==> config.mk <==
export PLATFORM = sky130hd
export DESIGN_NAME = lidc_decoder_flat
export DESIGN_NICKNAME = d
export VERILOG_FILES = /design/src/logic/lidc_pkg.sv /design/src/logic/lidc_if.sv /design/src/logic/lidc_decoder.sv /design/src/flat_wrapper.sv
export SDC_FILE = /design/constraint.sdc
export NUM_CORES = 1
export LEC_CHECK = 0
export BUFFER_PORTS_ARGS = -buffer_cell sky130_fd_sc_hd__buf_2
export CAP_MARGIN = 25
export CORE_AREA = 2 2 140 142
export CTS_CLUSTER_DIAMETER = 80
export DETAILED_ROUTE_END_ITERATION = 16
export DIE_AREA = 0 0 142 144
export PLACE_DENSITY = 0.8
export RECOVER_POWER = 25
export SYNTH_ARGS = -nofsm -noshare
export SYNTH_HDL_FRONTEND = slang
export SYNTH_SLANG_ARGS = --single-unit
==> constraint.sdc <==
create_clock -name mclk_in -period 3 [get_ports mclk_in]
set_input_delay 0.6 -clock mclk_in [delete_from_list [all_inputs] [get_ports mclk_in]]
set_output_delay 0.6 -clock mclk_in [all_outputs]
set_load 0.005 [all_outputs]
==> src/logic/lidc_pkg.sv <==
// Constants, types and the shared address decoder of the local I/O decode and check block.
package lidc_pkg;

   // ******************************************************
   // Access sizes and targets
   // ******************************************************
   typedef enum logic [1:0] {
      LIDC_SZ_BYTE = 2'h0,
      LIDC_SZ_HALF = 2'h1,
      LIDC_SZ_WORD = 2'h2
   } lidc_size_t;

   // Target indices; LIDC_T_HOLE means nobody answers.
   localparam int          LIDC_NT        = 7;
   localparam logic [2:0]  LIDC_T_LOC_CSR = 3'h0;
   localparam logic [2:0]  LIDC_T_GLB_CSR = 3'h1;
   localparam logic [2:0]  LIDC_T_ECC     = 3'h2;
   localparam logic [2:0]  LIDC_T_SERIAL  = 3'h3;
   localparam logic [2:0]  LIDC_T_LAN     = 3'h4;
   localparam logic [2:0]  LIDC_T_BATT    = 3'h5;
   localparam logic [2:0]  LIDC_T_EXT     = 3'h6;
   localparam logic [2:0]  LIDC_T_HOLE    = 3'h7;

   // ******************************************************
   // Address windows, inclusive bounds
   // ******************************************************
   localparam logic [31:0] LOC_CSR_LO  = 32'hfff40000;
   localparam logic [31:0] LOC_CSR_HI  = 32'hfff400ff;
   localparam logic [31:0] GLB_CSR_LO  = 32'hfff40100;
   localparam logic [31:0] GLB_CSR_HI  = 32'hfff401ff;
   localparam logic [31:0] ECC_LO      = 32'hfff43000;
   localparam logic [31:0] ECC_HI      = 32'hfff43fff;
   localparam logic [31:0] SERIAL_LO   = 32'hfff45000;
   localparam logic [31:0] SERIAL_HI   = 32'hfff45fff;
   localparam logic [31:0] LAN_LO      = 32'hfff46000;
   localparam logic [31:0] LAN_HI      = 32'hfff46fff;
   localparam logic [31:0] HOLE12_LO   = 32'hfffbd000;
   localparam logic [31:0] HOLE12_HI   = 32'hfffbffff;
   localparam logic [31:0] BATT_LO     = 32'hfffc0000;
   localparam logic [31:0] BATT_HI     = 32'hfffcffff;
   localparam logic [31:0] HOLE128_LO  = 32'hfffd0000;
   localparam logic [31:0] HOLE128_HI  = 32'hfffeffff;
   localparam logic [15:0] BATT_MIRROR = 16'h1fff;  // Contents repeat every 8KB.
   localparam logic [31:0] VEC_ADDR    = 32'hfff40068;  // Interrupt vector location.
   localparam int          SIO_BLK_LSB = 8;  // Global block spans 256 bytes of short I/O.
   localparam int          TMR_W       = 16;

   // Maps a local bus address onto a target index.
   function automatic logic [2:0] lidc_decode(input logic [31:0] a);
      logic [2:0] t;
      t = LIDC_T_EXT;
      if (a >= LOC_CSR_LO && a <= LOC_CSR_HI) t = LIDC_T_LOC_CSR;
      if (a >= GLB_CSR_LO && a <= GLB_CSR_HI) t = LIDC_T_GLB_CSR;
      if (a >= ECC_LO && a <= ECC_HI) t = LIDC_T_ECC;
      if (a >= SERIAL_LO && a <= SERIAL_HI) t = LIDC_T_SERIAL;
      if (a >= LAN_LO && a <= LAN_HI) t = LIDC_T_LAN;
      if (a >= BATT_LO && a <= BATT_HI) t = LIDC_T_BATT;
      if (a >= HOLE12_LO && a <= HOLE12_HI) t = LIDC_T_HOLE;
      if (a >= HOLE128_LO && a <= HOLE128_HI) t = LIDC_T_HOLE;
      return t;
   endfunction

endpackage

==> src/logic/lidc_if.sv <==
// Local bus interface joining the bus master end and the decoder end.
`timescale 1ns/100ps
`default_nettype none
interface lidc_if;
   import lidc_pkg::*;

   // ******************************************************
   // Cycle request and termination
   // ******************************************************
   logic             lb_req;
   logic [31:0]      lb_addr;
   logic             lb_wr;
   lidc_size_t       lb_size;
   logic [31:0]      lb_wdata;
   logic             lb_ack;
   logic             lb_bus_error_terminate;
   logic [31:0]      lb_rdata;

   modport mst (
      output lb_req, lb_addr, lb_wr, lb_size, lb_wdata,
      input  lb_ack, lb_bus_error_terminate, lb_rdata
   );

   modport dev (
      input  lb_req, lb_addr, lb_wr, lb_size, lb_wdata,
      output lb_ack, lb_bus_error_terminate, lb_rdata
   );
endinterface
`default_nettype wire

==> src/logic/lidc_decoder.sv <==
// Decoder end: routes local I/O cycles, checks widths, times out holes, decodes VMEbus slave windows.
//
// Notes on behaviour
// - Route 64KB battery RAM window, mirrored every 8KB.
// - Reserved holes never acknowledge; timer ends them.
// - Master uses byte accesses to serial controllers.
// - Narrow writes to local CSR block end in error.
// - Global CSR writes, all CSR reads, any width.
// - Master reads interrupt vector byte-wide.
// - Port command is two halfwords, upper first.
// - ECC windows answer only with mezzanine fitted.
// - VMEbus slave hit needs range and modifier match.
// - Global CSR block at programmable short I/O base.
`timescale 1ns/100ps
`default_nettype none
module lidc_decoder
   import lidc_pkg::*;
#(
   parameter int TW = lidc_pkg::TMR_W
) (
   input  wire logic                  mclk_in,
   input  wire logic                  sys_rst_in,
   lidc_if.dev                        lb,
   input  wire logic                  ecc_fitted_in,
   input  wire logic                  timer_en_in,
   input  wire logic [TW-1:0]         timer_period_in,
   output logic [lidc_pkg::LIDC_NT-1:0] tgt_sel_out,
   output logic [15:0]                tgt_ofs_out,
   output logic                       tgt_wr_out,
   output lidc_pkg::lidc_size_t       tgt_size_out,
   output logic [31:0]                tgt_wdata_out,
   input  wire logic [lidc_pkg::LIDC_NT-1:0] tgt_ack_in,
   input  wire logic [31:0]           tgt_rdata_in,
   input  wire logic                  vme_valid_in,
   input  wire logic [31:0]           vme_addr_in,
   input  wire logic [5:0]            vme_am_in,
   input  wire logic [31:0]           vme_start_in,
   input  wire logic [31:0]           vme_end_in,
   input  wire logic [5:0]            vme_am_cfg_in,
   output logic                       vme_hit_out,
   input  wire logic                  sio_valid_in,
   input  wire logic [15:0]           sio_addr_in,
   input  wire logic [15:0]           sio_base_in,
   output logic                       sio_hit_out
);
   import lidc_pkg::*;

   // ******************************************************
   // Parameter checks
   // ******************************************************
   if (TW < 2 || TW > 24) begin : g_bad_tw
      $error("lidc_decoder: timer width out of range");
   end

   // ******************************************************
   // State
   // ******************************************************
   typedef enum logic [1:0] {
      LIDC_ST_IDLE  = 2'b00,
      LIDC_ST_ROUTE = 2'b01,
      LIDC_ST_HOLE  = 2'b11
   } lidc_dstate_t;

   typedef struct packed {
      lidc_dstate_t         st;
      logic [2:0]           ecc_s;
      logic                 ecc_ok;
      logic [TW-1:0]        tmr;
      logic [LIDC_NT-1:0]   sel;
      logic [15:0]          ofs;
      logic                 wr;
      lidc_size_t           size;
      logic [31:0]          wdata;
      logic                 ack;
      logic                 berr;
      logic [31:0]          rdata;
      logic                 vme_hit;
      logic                 sio_hit;
   } lidc_dec_t;

   lidc_dec_t r_q;
   lidc_dec_t r_d;

   // ******************************************************
   // Next state
   // ******************************************************

   // One process holds all decisions so the answer, the selects and the
   // timer always move together in the same cycle.
   always_comb begin
      logic [2:0] tgt;
      logic       tmo;
      tgt = LIDC_T_HOLE;
      tmo = 1'b0;
      r_d = r_q;
      r_d.ack = 1'b0;
      r_d.berr = 1'b0;

      // Fitted strap: three stages, a change is taken once stages two and three agree.
      r_d.ecc_s = {r_q.ecc_s[1:0], ecc_fitted_in};
      if (r_q.ecc_s[1] == r_q.ecc_s[2]) begin
         r_d.ecc_ok = r_q.ecc_s[2];
      end

      // Slave window: inclusive bounds and an exact modifier match.
      r_d.vme_hit = vme_valid_in && vme_addr_in >= vme_start_in
                    && vme_addr_in <= vme_end_in && vme_am_in == vme_am_cfg_in;
      r_d.sio_hit = sio_valid_in
                    && sio_addr_in[15:SIO_BLK_LSB] == sio_base_in[15:SIO_BLK_LSB];

      // Timeout runs from the first cycle of any open access; a disabled
      // timer leaves an unanswered access open for good.
      if (r_q.st != LIDC_ST_IDLE && timer_en_in) begin
         if (r_q.tmr >= timer_period_in) begin
            tmo = 1'b1;
         end else begin
            r_d.tmr = r_q.tmr + 1'b1;
         end
      end

      case (r_q.st)
         LIDC_ST_IDLE: begin
            if (lb.lb_req) begin
               tgt = lidc_decode(lb.lb_addr);
               if (tgt == LIDC_T_ECC && !r_q.ecc_ok) begin
                  tgt = LIDC_T_HOLE;
               end
               r_d.tmr = '0;
               r_d.wr = lb.lb_wr;
               r_d.size = lb.lb_size;
               r_d.wdata = lb.lb_wdata;
               r_d.ofs = lb.lb_addr[15:0];
               if (tgt == LIDC_T_BATT) begin
                  r_d.ofs = lb.lb_addr[15:0] & BATT_MIRROR;
               end
               if (tgt == LIDC_T_LOC_CSR && lb.lb_wr && lb.lb_size != LIDC_SZ_WORD) begin
                  r_d.berr = 1'b1;
               end else if (tgt == LIDC_T_HOLE) begin
                  r_d.st = LIDC_ST_HOLE;
               end else begin
                  // Global block and reads of both blocks pass at any width.
                  r_d.sel = '0;
                  r_d.sel[tgt] = 1'b1;
                  r_d.st = LIDC_ST_ROUTE;
               end
            end
         end
         LIDC_ST_ROUTE: begin
            if (|(tgt_ack_in & r_q.sel)) begin
               r_d.ack = 1'b1;
               r_d.rdata = tgt_rdata_in;
               r_d.sel = '0;
               r_d.st = LIDC_ST_IDLE;
            end else if (tmo) begin
               r_d.berr = 1'b1;
               r_d.sel = '0;
               r_d.st = LIDC_ST_IDLE;
            end
         end
         LIDC_ST_HOLE: begin
            // No acknowledge ever comes from a hole; only the timer ends it.
            if (tmo) begin
               r_d.berr = 1'b1;
               r_d.st = LIDC_ST_IDLE;
            end
         end
         default: begin
            r_d.sel = '0;
            r_d.st = LIDC_ST_IDLE;
         end
      endcase
   end

   // ******************************************************
   // Registers
   // ******************************************************

   // Synchronous reset clears every field, so the state starts idle.
   always_ff @(posedge mclk_in) begin
      if (sys_rst_in) begin
         r_q <= '0;
      end else begin
         r_q <= r_d;
      end
   end

   // ******************************************************
   // Outputs
   // ******************************************************

   // Every output is a field of the state register.
   assign lb.lb_ack                 = r_q.ack;
   assign lb.lb_bus_error_terminate = r_q.berr;
   assign lb.lb_rdata               = r_q.rdata;
   assign tgt_sel_out               = r_q.sel;
   assign tgt_ofs_out               = r_q.ofs;
   assign tgt_wr_out                = r_q.wr;
   assign tgt_size_out              = r_q.size;
   assign tgt_wdata_out             = r_q.wdata;
   assign vme_hit_out               = r_q.vme_hit;
   assign sio_hit_out               = r_q.sio_hit;

endmodule
`default_nettype wire

==> src/flat_wrapper.sv <==
// flat-port wrapper written by rule: the top's interface ports become plain ports
module lidc_decoder_flat import lidc_pkg::*;
#(
   parameter int TW = lidc_pkg::TMR_W
)
  (mclk_in, sys_rst_in, ecc_fitted_in, timer_en_in, timer_period_in, tgt_sel_out, tgt_ofs_out, tgt_wr_out, tgt_size_out, tgt_wdata_out, tgt_ack_in, tgt_rdata_in, vme_valid_in, vme_addr_in, vme_am_in, vme_start_in, vme_end_in, vme_am_cfg_in, vme_hit_out, sio_valid_in, sio_addr_in, sio_base_in, sio_hit_out, lb_lb_req, lb_lb_addr, lb_lb_wr, lb_lb_size, lb_lb_wdata, lb_lb_ack, lb_lb_bus_error_terminate, lb_lb_rdata);
  lidc_if lb_i ();
  input  wire logic mclk_in;
  input  wire logic sys_rst_in;
  input  wire logic ecc_fitted_in;
  input  wire logic timer_en_in;
  input  wire logic [TW-1:0] timer_period_in;
  output logic [lidc_pkg::LIDC_NT-1:0] tgt_sel_out;
  output logic [15:0] tgt_ofs_out;
  output logic tgt_wr_out;
  output lidc_pkg::lidc_size_t tgt_size_out;
  output logic [31:0] tgt_wdata_out;
  input  wire logic [lidc_pkg::LIDC_NT-1:0] tgt_ack_in;
  input  wire logic [31:0] tgt_rdata_in;
  input  wire logic vme_valid_in;
  input  wire logic [31:0] vme_addr_in;
  input  wire logic [5:0] vme_am_in;
  input  wire logic [31:0] vme_start_in;
  input  wire logic [31:0] vme_end_in;
  input  wire logic [5:0] vme_am_cfg_in;
  output logic vme_hit_out;
  input  wire logic sio_valid_in;
  input  wire logic [15:0] sio_addr_in;
  input  wire logic [15:0] sio_base_in;
  output logic sio_hit_out;
  input wire logic [$bits(lb_i.lb_req)-1:0] lb_lb_req;
  input wire logic [$bits(lb_i.lb_addr)-1:0] lb_lb_addr;
  input wire logic [$bits(lb_i.lb_wr)-1:0] lb_lb_wr;
  input wire logic [$bits(lb_i.lb_size)-1:0] lb_lb_size;
  input wire logic [$bits(lb_i.lb_wdata)-1:0] lb_lb_wdata;
  output wire logic [$bits(lb_i.lb_ack)-1:0] lb_lb_ack;
  output wire logic [$bits(lb_i.lb_bus_error_terminate)-1:0] lb_lb_bus_error_terminate;
  output wire logic [$bits(lb_i.lb_rdata)-1:0] lb_lb_rdata;
  assign lb_i.lb_req = lb_lb_req;
  assign lb_i.lb_addr = lb_lb_addr;
  assign lb_i.lb_wr = lb_lb_wr;
  assign lb_i.lb_size = lb_lb_size;
  assign lb_i.lb_wdata = lb_lb_wdata;
  assign lb_lb_ack = lb_i.lb_ack;
  assign lb_lb_bus_error_terminate = lb_i.lb_bus_error_terminate;
  assign lb_lb_rdata = lb_i.lb_rdata;
  lidc_decoder #(.TW(TW)) u_core (.mclk_in(mclk_in), .sys_rst_in(sys_rst_in), .lb(lb_i), .ecc_fitted_in(ecc_fitted_in), .timer_en_in(timer_en_in), .timer_period_in(timer_period_in), .tgt_sel_out(tgt_sel_out), .tgt_ofs_out(tgt_ofs_out), .tgt_wr_out(tgt_wr_out), .tgt_size_out(tgt_size_out), .tgt_wdata_out(tgt_wdata_out), .tgt_ack_in(tgt_ack_in), .tgt_rdata_in(tgt_rdata_in), .vme_valid_in(vme_valid_in), .vme_addr_in(vme_addr_in), .vme_am_in(vme_am_in), .vme_start_in(vme_start_in), .vme_end_in(vme_end_in), .vme_am_cfg_in(vme_am_cfg_in), .vme_hit_out(vme_hit_out), .sio_valid_in(sio_valid_in), .sio_addr_in(sio_addr_in), .sio_base_in(sio_base_in), .sio_hit_out(sio_hit_out));
endmodule
==> results.toml <==
[outcome]
outcome = "complete, but fails checks"
violations = "capacitance limit, slew limit"

[global_routing]
grt_pass1_wl_mm = 32.56
grtUsageTotal_pct = 20.18
antenna_found_initial = 3
grt_pass1_vias = 6679
grt_max_degree = 44
grt.overflow.total = 0

[placed_design]
dp_slack_ns = 0.1594
numPortBuffers = 346
place_hpwl_mm = 17.34
gpl.final_weighted_congestion = 0.9839

[final_layout]
drive_gt1_share_pct = 29.71
multi_input_area_um2 = 3916
layout_common_cells = "312 x buf_2, 185 x nand2_1, 116 x dfxtp_1, 111 x a21oi_1, 85 x inv_1"
area_delta_synth_final_pct = 25.35
fillCellCount = 1903
final_util_pct = 48.29
layout_commonest_cell = "buf_2"
final-seq-area_um2 = 2322
final_nets = 1570

[pwr]
p_leak_nw = 4.494
p_total_mw = 4.142
peakVddDrop_mv = 0.4540
power-per-cell-area_nw_per_um2 = 449.6

[sta]
finalSetupViolCount = 0
hold_ws_ns = 0.3976
rsz0062_at_grt = "no"
fin_crit_ns = 2.573
maxSlewViolCount = 44
hold_violations = 0
slew_headroom_pct = -25.16
layout_setup_ws_ns = 0.4270
skew_ns = 0.01605
period_share_pct = 85.77
tightest_slew_ns = 1.877
tns_ns = 0
fmax_ghz = 0.3887

[worst_setup_path]
cpPeakStageDelay_ns = 1.38
rr_worst_depth = 8
worstSetupEndpointType = "flip-flop"
crit_chain = "buf_4 > clkbuf_1 > nor3_1 > nand3b_1 > o21ai_0"
start_kind = "primary input"
crit_type = "primary input to flip-flop"
cp_data_required_time_ns = 3.26
critical_path_arrival_ns = 2.84
cp_max_fo = 43
crit_slowest_cell = "clkbuf_1"

[clocking]
path_clk_slew_ns = 0.05
cts_sinks = 116
cts_buffers = 17
h-tree-depth = 4
cts_tree = "yes"
post_cts_resized = 0
postCtsHoldBufs = 0
postCtsSetupBuffers = 0
cts_root_buffer = "clkbuf_16"
cts_buffer_depth = 2
clk_latency_ns = 0.42

[route]
avgViaCountPerCell = 4.929
wire_per_inst_um = 14.69
vias = 7250
drc = 0
firstDrtPassIters = 5
antenna_left = 0
routed_wl_mm = 21.62
drt_iter0_drc = 310

[floorplan]
start_util_pct = 38.52
die_h_um = 144
rows = 51
core_um2 = 19080
die_w_um = 142
io_pins = 363
die_area_um2 = 20450

[job]
max-cap-violations = 1

[logic_synthesis]
syn_area_um2 = 7350
ys_seq_area_share_pct = 31.60
synthTopCellsByArea = "dfxtp_1 32%, ha_1 14%, nand2_1 9.5%"
yosysTopAreaCell = "dfxtp_1"
yosys_warnings = 0
synthFlopType = "dfxtp_1"
avgSynthCellArea_um2 = 7.624
syn-instance-count = 964
synth-edff-count = 0
postSynth.asyncResetShare_pct = 0
synth_top_area_share_pct = 31.60
yosysUniqueCellTypes = 56
syn_nets = 1314
ys_seq_elements = 116

[worst_hold_path]
min_path_cells = 2
hold_class = "primary input to flip-flop"
## worst max-delay path: cells and delay by family
| kind | cells | cell delay [ns] |
|---|---|---|
| compound gates | 1 | 0.10 |
| simple gates | 2 | 0.46 |
| buf+inv | 2 | 1.66 |
## where the power goes
group	internal [mW]	switching [mW]	total, mW
sequential	1.60	0.0278	1.63
clock	1.13	0.716	1.85
combinational	0.311	0.357	0.668
total	3.04	1.10	4.14
## Yosys cell counts (9+ instances only)
master	count
xor2_1	10
nor4_1	9
nand4_1	24
a211oi_1	9
buf_4	89
nand2_1	186
nor2_1	43
nand2b_1	9
ha_1	81
nor3_1	12
clkbuf_1	30
inv_1	85
nand3_1	20
a21oi_1	111
o21ai_0	31
dfxtp_1	116
xnor2_1	12
## per-layer routing
metal  vias to the layer above  global-route usage (%)  wire length [um]
li1                       3691                       -                 -
met1                      3293                   25.39              9723
met4                         4                   8.053               566
met5                         -                       0                31
met3                        48                   5.199              1094
met2                       214                   33.10             10200
## area by class of cell
class / instances / share of cell area [%]
sequential: 116 / 25.21
tap: 238 / 3.232
timing repair buffer: 360 / 19.69
clock buffer: 23 / 5.297
inverter: 85 / 3.463
antenna: 1 / 0.02716
clock inverter: 8 / 0.5704
multi-input combinational: 640 / 42.51
## worst paths after layout
kind / startpoint / endpoint / slack, ns
min: ecc_fitted_in / u_core.r_d[112]$_SDFF_PP0_ / 0.40
max reg2reg: u_core.r_q[103]$_SDFF_PP0_ / u_core.tgt_sel_out[0]$_SDFFE_PP0P_ / 0.55
min reg2reg: u_core.r_d[112]$_SDFF_PP0_ / u_core.r_d[113]$_SDFF_PP0_ / 0.44
max: sys_rst_in / u_core.tgt_sel_out[4]$_SDFFE_PP0P_ / 0.43
## per-stage QoR
stage          std cells  area [um^2]
5_1_grt             1471         9213
3_5_place_dp        1439         8715
4_1_cts             1470         9255
3_3_place_gp        1438         8687
2_1_floorplan        964         7350
6_report            1471         9213
## state kept, by name, summed over array words and instances (netlist names)
register and cells:
u_core.tgt_wr_out 1, u_core.tgt_ofs_out 16, u_core.lb.lb_bus_error_terminate 1, u_core.vme_hit_out 1
u_core.sio_hit_out 1, u_core.tgt_sel_out 7, u_core.tgt_wdata_out 32, u_core.lb.lb_rdata 32
u_core.r_q 20, u_core.r_d 2, u_core.tgt_size_out 2, u_core.lb.lb_ack 1
## kinds of logic after synthesis
family,count (synthesis),synth area share (%)
fa+ha+maj,81,13.79
flops,116,31.60
buf+inv,208,15.17
xor+xnor,22,2.622
simple gates,341,21.38
mux,2,0.3404
compound gates,194,15.10
(Power assumes the default switching activity.)
